**src/common/pll_band_pkg.sv**
```systemverilog
/*
 * Constants, field layout and state types for the PLL band select block.
 * Assumes one 40 MHz system clock and register numbers as the port address.
 */
// What this block, its software and the analog side do
// Band field is bits 7:2 of the control register; writing 63 starts auto.
// In auto mode the block steps through bands to find one that locks.
// On lock, the pin goes high and status bit 3 is set, within 5 ms.
// After the search, reading the band field returns the band found.
// Software rewrites the band with a temperature offset; block then uses it.
// Software programs both divider fields before starting the search.
// Software sets bandwidth 01111, drive 11 and bias 011.
// The reference clock keeps running throughout the band search.
// Codes 0 to 62 choose a VCO band, low to high; 63 is auto.
// Bit 15 picks the multiplier, else the reference clock drives the DAC.
// VCO runs at ref times both dividers; sample clock at ref times second.
// While the search runs, the lock bit and lock pin stay low.
package pll_band_pkg;

	localparam int          ADDR_W         = 5;
	localparam int          DATA_W         = 32;
	localparam int          CTRL_W         = 21;
	localparam logic [4:0]  ADDR_PLL_CTRL  = 5'h04;
	localparam logic [4:0]  ADDR_STATUS    = 5'h09;

	localparam int          BAND_LSB       = 2;
	localparam int          BAND_MSB       = 7;
	localparam int          DRIVE_LSB      = 0;
	localparam int          DRIVE_MSB      = 1;
	localparam int          BIAS_LSB       = 8;
	localparam int          BIAS_MSB       = 10;
	localparam int          SMULT_LSB      = 11;
	localparam int          SMULT_MSB      = 12;
	localparam int          LDIV_LSB       = 13;
	localparam int          LDIV_MSB       = 14;
	localparam int          PLL_EN_BIT     = 15;
	localparam int          BW_LSB         = 16;
	localparam int          BW_MSB         = 20;
	localparam int          STAT_LOCK_BIT  = 3;

	localparam logic [5:0]  BAND_AUTO      = 6'h3F;
	localparam logic [5:0]  BAND_TOP       = 6'h3E;
	localparam logic [5:0]  BAND_FIRST     = 6'h00;
	localparam logic [CTRL_W-1:0] CTRL_RESET = 21'h000000;

	localparam int          CLK_HZ         = 40000000;
	localparam int          LOCK_WAIT_MS   = 5;
	localparam int          BAND_SETTLE_US = 50;
	localparam int          SETTLE_CYC_I   =
		(CLK_HZ / 1000000) * BAND_SETTLE_US;
	localparam int          CNT_W          = 16;
	localparam logic [CNT_W-1:0] SETTLE_CYC = SETTLE_CYC_I[CNT_W-1:0];
	localparam logic [CNT_W-1:0] CNT_ZERO   = 16'h0000;
	localparam logic [CNT_W-1:0] CNT_ONE    = 16'h0001;

	typedef enum logic [1:0] {
		MODE_MANUAL = 2'b00,
		MODE_SEARCH = 2'b01,
		MODE_FOUND  = 2'b10
	} mode_t;

	typedef struct packed {
		logic [CTRL_W-1:0] ctrl;
		mode_t             mode;
		logic [5:0]        band;
		logic [CNT_W-1:0]  cnt;
		logic              lock;
		logic              searching;
		logic [DATA_W-1:0] rdata;
	} state_t;

	typedef struct packed {
		logic              wr;
		logic              rd;
		logic [ADDR_W-1:0] addr;
		logic [DATA_W-1:0] wdata;
	} reg_req_t;

endpackage

```
**src/rtl/pll_band_select_config.sv**
```systemverilog
/*
 * PLL configuration register, band search controller and lock reporting.
 * Assumes the serial port logic presents decoded register accesses, and
 * the analog PLL returns a lock level asynchronous to the system clock.
 */
`timescale 1ns/1ps
module pll_band_select_config #(
	parameter int SETTLE_CYCLES = pll_band_pkg::SETTLE_CYC_I
) (
	input  wire logic        I_CLK_SYS,
	input  wire logic        I_ARST_N,
	input  wire logic        i_REG_WR,
	input  wire logic        i_REG_RD,
	input  wire logic [4:0]  i_REG_ADDR,
	input  wire logic [31:0] i_REG_WDATA,
	input  wire logic        i_PLL_LOOP_LOCKED,
	input  wire logic        i_REF_CLK_PRESENT,
	output logic      [31:0] o_REG_RDATA,
	output logic      [5:0]  o_VCO_BAND,
	output logic             o_PLL_LOCK,
	output logic             o_MULT_SELECT,
	output logic      [1:0]  o_VCO_LOOP_DIVIDER,
	output logic      [1:0]  o_SAMPLE_CLOCK_MULTIPLIER,
	output logic      [4:0]  o_LOOP_BANDWIDTH,
	output logic      [1:0]  o_VCO_DRIVE,
	output logic      [2:0]  o_PLL_BIAS,
	output logic             o_SEARCHING
);
	pll_band_pkg::state_t   s_q;
	pll_band_pkg::state_t   s_d;
	pll_band_pkg::reg_req_t req;
	logic [1:0]             pins_sync;
	logic                   loop_locked;
	logic                   ref_present;
	logic                   ctrl_wr;
	logic [5:0]             wr_band;
	logic [pll_band_pkg::CNT_W-1:0] settle_cyc;

	assign req.wr    = i_REG_WR;
	assign req.rd    = i_REG_RD;
	assign req.addr  = i_REG_ADDR;
	assign req.wdata = i_REG_WDATA;
	assign settle_cyc = SETTLE_CYCLES[pll_band_pkg::CNT_W-1:0];

	// Lock and reference detect come from the analog side.
	pin_sync2 #(
		.WIDTH (2)
	) u_sync (
		.i_clk    (I_CLK_SYS),
		.i_arst_n (I_ARST_N),
		.i_async  ({i_REF_CLK_PRESENT, i_PLL_LOOP_LOCKED}),
		.o_sync   (pins_sync)
	);
	assign loop_locked = pins_sync[0];
	assign ref_present = pins_sync[1];

	assign ctrl_wr = req.wr && (req.addr == pll_band_pkg::ADDR_PLL_CTRL);
	assign wr_band = req.wdata[pll_band_pkg::BAND_MSB:pll_band_pkg::BAND_LSB];

	always_comb begin
		s_d = s_q;

		unique case (s_q.mode)
			pll_band_pkg::MODE_SEARCH: begin
				// Each band gets a settle window before the lock is judged.
				if (!ref_present) begin
					s_d.cnt = pll_band_pkg::CNT_ZERO;
				end else if (s_q.cnt < settle_cyc) begin
					s_d.cnt = s_q.cnt + pll_band_pkg::CNT_ONE;
				end else if (loop_locked) begin
					s_d.mode = pll_band_pkg::MODE_FOUND;
					// The found band replaces the auto code in the field.
					s_d.ctrl[pll_band_pkg::BAND_MSB:pll_band_pkg::BAND_LSB] =
						s_q.band;
				end else begin
					s_d.cnt = pll_band_pkg::CNT_ZERO;
					// Bands are tried from lowest to highest, then wrap.
					if (s_q.band == pll_band_pkg::BAND_TOP) begin
						s_d.band = pll_band_pkg::BAND_FIRST;
					end else begin
						s_d.band = s_q.band + 6'h01;
					end
				end
			end
			pll_band_pkg::MODE_FOUND: begin
				s_d.band = s_q.band;
			end
			pll_band_pkg::MODE_MANUAL: begin
				s_d.band = s_q.ctrl[pll_band_pkg::BAND_MSB:pll_band_pkg::BAND_LSB];
			end
			default: begin
				s_d.mode = pll_band_pkg::MODE_MANUAL;
			end
		endcase

		// A software write to the control register overrides the search.
		if (ctrl_wr) begin
			s_d.ctrl = req.wdata[pll_band_pkg::CTRL_W-1:0];
			s_d.cnt  = pll_band_pkg::CNT_ZERO;
			if (wr_band == pll_band_pkg::BAND_AUTO) begin
				s_d.mode = pll_band_pkg::MODE_SEARCH;
				s_d.band = pll_band_pkg::BAND_FIRST;
			end else begin
				s_d.mode = pll_band_pkg::MODE_MANUAL;
				s_d.band = wr_band;
			end
		end

		// Lock is only reported once no search is running.
		if (s_d.mode == pll_band_pkg::MODE_SEARCH) begin
			s_d.lock      = 1'b0;
			s_d.searching = 1'b1;
		end else begin
			s_d.lock      = loop_locked;
			s_d.searching = 1'b0;
		end

		if (req.rd) begin
			if (req.addr == pll_band_pkg::ADDR_PLL_CTRL) begin
				s_d.rdata = {{(pll_band_pkg::DATA_W - pll_band_pkg::CTRL_W){1'b0}},
					s_q.ctrl};
			end else if (req.addr == pll_band_pkg::ADDR_STATUS) begin
				s_d.rdata = 32'h00000000;
				s_d.rdata[pll_band_pkg::STAT_LOCK_BIT] = s_q.lock;
			end else begin
				s_d.rdata = 32'h00000000;
			end
		end
	end

	always_ff @(posedge I_CLK_SYS or negedge I_ARST_N) begin
		if (!I_ARST_N) begin
			s_q.ctrl  <= pll_band_pkg::CTRL_RESET;
			s_q.mode  <= pll_band_pkg::MODE_MANUAL;
			s_q.band  <= pll_band_pkg::BAND_FIRST;
			s_q.cnt   <= pll_band_pkg::CNT_ZERO;
			s_q.lock  <= 1'b0;
			s_q.searching <= 1'b0;
			s_q.rdata <= 32'h00000000;
		end else begin
			s_q <= s_d;
		end
	end

	// Analog controls other than the VCO band are taken straight from the held register fields.
	assign o_REG_RDATA  = s_q.rdata;
	assign o_VCO_BAND   = s_q.band;
	assign o_PLL_LOCK   = s_q.lock;
	assign o_MULT_SELECT = s_q.ctrl[pll_band_pkg::PLL_EN_BIT];
	assign o_VCO_LOOP_DIVIDER =
		s_q.ctrl[pll_band_pkg::LDIV_MSB:pll_band_pkg::LDIV_LSB];
	assign o_SAMPLE_CLOCK_MULTIPLIER =
		s_q.ctrl[pll_band_pkg::SMULT_MSB:pll_band_pkg::SMULT_LSB];
	assign o_LOOP_BANDWIDTH = s_q.ctrl[pll_band_pkg::BW_MSB:pll_band_pkg::BW_LSB];
	assign o_VCO_DRIVE  = s_q.ctrl[pll_band_pkg::DRIVE_MSB:pll_band_pkg::DRIVE_LSB];
	assign o_PLL_BIAS   = s_q.ctrl[pll_band_pkg::BIAS_MSB:pll_band_pkg::BIAS_LSB];
	assign o_SEARCHING  = s_q.searching;
endmodule

```
**src/rtl/pin_sync2.sv**
```systemverilog
/*
 * Two-flop synchroniser, one lane per bit.
 * Assumes inputs are levels from outside the system clock domain.
 */
`timescale 1ns/1ps
module pin_sync2 #(
	parameter int WIDTH = 2
) (
	input  wire logic             i_clk,
	input  wire logic             i_arst_n,
	input  wire logic [WIDTH-1:0] i_async,
	output logic      [WIDTH-1:0] o_sync
);
	genvar g;
	generate
		for (g = 0; g < WIDTH; g++) begin : g_lane
			logic meta_q;
			logic sync_q;
			always_ff @(posedge i_clk or negedge i_arst_n) begin
				if (!i_arst_n) begin
					meta_q <= 1'b0;
					sync_q <= 1'b0;
				end else begin
					meta_q <= i_async[g];
					sync_q <= meta_q;
				end
			end
			assign o_sync[g] = sync_q;
		end
	endgenerate
endmodule

```
**config.mk**
```make
export PLATFORM = sky130hd
export DESIGN_NAME = pll_band_select_config
export DESIGN_NICKNAME = d
export VERILOG_FILES = /design/src/common/pll_band_pkg.sv /design/src/rtl/pll_band_select_config.sv /design/src/rtl/pin_sync2.sv
export SDC_FILE = /design/constraint.sdc
export NUM_CORES = 1
export LEC_CHECK = 0
export BUFFER_PORTS_ARGS = -buffer_cell sky130_fd_sc_hd__buf_2
export CAP_MARGIN = 0
export CORE_MARGIN = 2
export CORE_UTILIZATION = 35
export CTS_CLUSTER_DIAMETER = 100
export DETAILED_ROUTE_END_ITERATION = 8
export PLACE_DENSITY = 0.66
export SKIP_LAST_GASP = 1
export SLEW_MARGIN = 20
export SYNTH_ARGS = -nofsm -noshare
export SYNTH_HDL_FRONTEND = slang
export SYNTH_SLANG_ARGS = --single-unit
```
**constraint.sdc**
```tcl
create_clock -name I_CLK_SYS -period 2.2 [get_ports I_CLK_SYS]
set_input_delay 0.44 -clock I_CLK_SYS [delete_from_list [all_inputs] [get_ports I_CLK_SYS]]
set_output_delay 0.44 -clock I_CLK_SYS [all_outputs]
set_load 0.02 [all_outputs]
```
==> implementation parameters <==
Parameter                              Value

Power
  Sw Ratio    roughly a third
  Leakage power    slightly above 0.002 uW
  Combinational cell fraction of total power    28.6%
  Clk network pwr share    27.0%
  Cell internal pwr    2710 uW
  PwrDens    994 mW/mm^2
  Psw    roughly 1500 uW
  Peak ir drop on the vdd network    approximately 0.49 mV
  Part of the total power dissipated in sequential elements    44.4%

Timing
  Worst Hold Slack    0.0987 ns
  Setup skew after layout    0.00609 ns
  Number of slew-limit violations in the final report    0
  Final Worst Setup Slack    ~0.26 ns
  Final period util    88.3%
  Final critical delay including setup and external delays    1.94 ns
  RSZ-0062 raised after global routing    no
  Highest clock rate    about 500 MHz
  Final hold violation count    0
  Number of failing setup endpoints in the final timing report    0
  Setup TNS    0 ns

Detailed routing
  Final antenna-violating net count    0
  Detailed Routing Iterations Pass 1    4
  Via count    2,833
  Routed wire per std cell    around 13 um
  Post-detailed-route via-to-cell ratio    4.83
  Aggregate routed wire length    7760 um
  DRC viols    0
  Number of design-rule violations left by the first detailed-router iteration    132

Clocking
  CTS resizes    0
  Total clock buffers created by CTS    9
  Clock Sink Count    72
  Maximum level of the CTS H-tree    3
  Post-CTS Setup Bufs    0
  Skew-Pair Late Insertion Delay    between 0.3 and 0.4 ns
  Count of hold buffers inserted by post-cts repair    0
  Clock slew at reported path FFs    0.07 ns
  Buffer depth of the longest clock path    2
  Clock Root Buffer    sky130_fd_sc_hd__clkbuf_8
  TritonCTS clock tree    done

Logic synthesis
  Cells after Synth    399
  Summed instance area of the synthesized netlist    0.00372 mm^2
  Primary FF master, synth    sky130_fd_sc_hd__dfrtp_1
  Async S/R FF share, synth    100%
  Number of synthesized flops with an enable pin    0
  Part of the Yosys area used for sequential elements    48.5%
  Average footprint of a synthesized cell    around 9.3 um^2
  Unique masters post-synth    55
  Synthesis warning total    0
  Number of flip-flops and latches in the synthesized netlist    72

Placed design
  Dpl hpwl    5580 um
  Dpl cells    571
  PortBufs    75
  Routability-driven placement congestion ratio    0.876
  Worst setup timing slack at the placement stage    around 0.027 ns
  Area after detailed placement    0.00399 mm^2

Hold path
  Tightest Hold Check Type    in -> async

Worst setup path
  Arrival time worst endpoint    2.23 ns
  Critical-path maximum fanout    7
  Data required time at the worst endpoint    2.49 ns
  FF-to-FF path depth    5
  Worst Path Class, Setup    reg -> reg
  Endpoint type of the worst setup path    register
  Startpoint class of the critical path    register

Global route
  Vias in the first global route    2,757
  Aggregate global-route resource usage    14.6%
  Sum of overflow across all layers after global routing    0
  Largest net degree at the start of global routing    73
  Antenna violations before repair    0
  Wire length of the first global-routing pass    13,200 um

Floorplan
  Number of core rows    37
  Starting utilization of the core area    a little over a third
  Height of the chip    107 um
  DIE AREA    roughly 0.011 mm^2
  Die width    107 um
  Area inside the core boundary    0.0103 mm^2
  # IOs    98

Cells and area
  Number of nets in the final layout    approximately 490
  Area added between synthesis and finish    13.0%
  Fraction of final layout cells with drive strength greater than 1    25.7%
  Antenna cell count    0
  Final non-filler cell total    587
  Final design area excluding fillers    0.00420 mm^2

Status
  Run status    completed

Flow run
  Max-cap viol count    0
[cells in the mapped netlist (3+ instances only)]
cell                       instances  area share [%]
sky130_fd_sc_hd__a21oi_1          11             1.5
sky130_fd_sc_hd__a31o_1            4            0.94
sky130_fd_sc_hd__a31oi_1           5            0.84
sky130_fd_sc_hd__a32oi_1           4            0.94
sky130_fd_sc_hd__and2_1            3            0.50
sky130_fd_sc_hd__and3_1            6             1.0
sky130_fd_sc_hd__buf_1             3            0.30
sky130_fd_sc_hd__buf_4            52              10
sky130_fd_sc_hd__clkbuf_1          5            0.50
sky130_fd_sc_hd__dfrtp_1          72              48
sky130_fd_sc_hd__ha_1              3             1.0
sky130_fd_sc_hd__inv_1            33             3.3
sky130_fd_sc_hd__mux2i_1           7             1.9
sky130_fd_sc_hd__nand2_1          89             9.0
sky130_fd_sc_hd__nand3_1           4            0.54
sky130_fd_sc_hd__nand4_1           5            0.84
sky130_fd_sc_hd__nor2_1           10             1.0
sky130_fd_sc_hd__nor3_1            3            0.40
sky130_fd_sc_hd__o21ai_0          26             3.5
sky130_fd_sc_hd__o21ai_1           7            0.94
sky130_fd_sc_hd__o221ai_1          5             1.2
sky130_fd_sc_hd__or3_1             3            0.50
[layout make-up]
type | count | area, um^2
Fill cell | 1048 | 6120
Sequential cell | 72 | 1800
Multi-Input combinational cell | 241 | 1390
Timing Repair Buffer | 89 | 505
Tap cell | 136 | 170
Clock buffer | 10 | 128
Inverter | 33 | 124
Clock inverter | 6 | 83.8
[sequential cells by signal (all words and copies together) (netlist names)]
signal / cells
s_q: 24
o_REG_RDATA: 21
o_VCO_BAND: 6
o_LOOP_BANDWIDTH: 5
o_PLL_BIAS: 3
o_SAMPLE_CLOCK_MULTIPLIER: 2
o_VCO_DRIVE: 2
o_VCO_LOOP_DIVIDER: 2
u_sync.g_lane.meta_q: 2
u_sync.g_lane.sync_q: 2
o_MULT_SELECT: 1
o_PLL_LOCK: 1
o_SEARCHING: 1
[per-layer routing]
layer / GRT usage (%) / part of all wire (%) / up-vias
met3: 4.56 / 5.5 / 8
met2: 23.1 / 46 / 78
met5: 0 / 0 / -
met1: 19.2 / 47 / 1368
li1: - / - / 1379
met4: 3.90 / 1.4 / 0
[worst paths after layout]
path | startpoint | end | slack [ns]
setup reg to reg | s_q[38] | s_q[40] | 0.26
hold / removal | I_ARST_N | o_REG_RDATA[18] | 0.1
min in group I_CLK_SYS | i_PLL_LOOP_LOCKED | u_sync.g_lane[0].meta_q | 0.20
setup / recovery | s_q[38] | s_q[40] | 0.26
hold reg to reg | u_sync.g_lane[1].meta_q | u_sync.g_lane[1].sync_q | 0.36
max in group asynchronous | I_ARST_N | s_q[43] | 1.77
[critical path: stages, from the launching register on]
cell and delay [ns]:
sky130_fd_sc_hd__dfrtp_1 0.44, sky130_fd_sc_hd__o21ai_1 0.32, sky130_fd_sc_hd__o2111ai_1 0.17, sky130_fd_sc_hd__a31o_1 0.35
sky130_fd_sc_hd__or4_1 0.52, sky130_fd_sc_hd__nand2_1 0.08
[per-stage QoR]
| stage | total power, uW | utilization (%) |
|---|---|---|
| 2_1_floorplan | 2810 | - |
| 3_3_place_gp | 3040 | 38.6 |
| 3_5_place_dp | 3080 | 38.6 |
| 4_1_cts | 4230 | 40.7 |
| 5_1_grt | 4460 | 40.7 |
| 6_report | 4180 | 40.7 |
[logic make-up after synthesis]
group	after synthesis	synth area share [%]
muxes	7	1.88
xor gates and xnor gates	3	0.707
adders and majority gates	3	1.01
buffers and inverters	96	15.2
other	1	0.101
DFF	72	48.5
AOI/OAI and AO/OA	79	14.6
and+or+nand+nor	138	18.0
[placed cells by master, fill, tap and decap left out, types with 2 or more instances in the layout]
master	n
sky130_fd_sc_hd__and2_1	3
sky130_fd_sc_hd__nand4_1	5
sky130_fd_sc_hd__and4_1	2
sky130_fd_sc_hd__and3_2	2
sky130_fd_sc_hd__and3_1	6
sky130_fd_sc_hd__or4_1	2
sky130_fd_sc_hd__o21a_1	2
sky130_fd_sc_hd__xnor2_1	2
sky130_fd_sc_hd__a21oi_1	11
sky130_fd_sc_hd__clkbuf_8	9
sky130_fd_sc_hd__dfrtp_1	72
sky130_fd_sc_hd__or3_1	3
sky130_fd_sc_hd__nor2_1	10
sky130_fd_sc_hd__o221ai_1	5
sky130_fd_sc_hd__a31oi_1	5
sky130_fd_sc_hd__inv_1	33
sky130_fd_sc_hd__o21ai_1	7
sky130_fd_sc_hd__a32oi_1	4
sky130_fd_sc_hd__clkinv_2	3
sky130_fd_sc_hd__a31o_1	4
sky130_fd_sc_hd__buf_12	2
sky130_fd_sc_hd__buf_2	75
sky130_fd_sc_hd__ha_1	3
sky130_fd_sc_hd__nand3_1	4
sky130_fd_sc_hd__mux2i_1	7
sky130_fd_sc_hd__bufinv_16	2
sky130_fd_sc_hd__nand2_1	89
sky130_fd_sc_hd__buf_4	12
sky130_fd_sc_hd__conb_1	11
sky130_fd_sc_hd__nor3_1	3
sky130_fd_sc_hd__o21ai_0	26
[power groups by stage]
| stage | Clock [uW] | Sequential [uW] | Combinational [uW] |
|---|---|---|---|
| 4_1_cts | 1170 | 1850 | 1210 |
| 6_report | 1130 | 1850 | 1200 |
| 3_5_place_dp | 0 | 1870 | 1200 |
| 5_1_grt | 1230 | 1890 | 1330 |
| 2_1_floorplan | 0 | 1810 | 996 |
| 3_3_place_gp | 0 | 1860 | 1180 |
No activity file was read; power rests on OpenSTA's default activity.
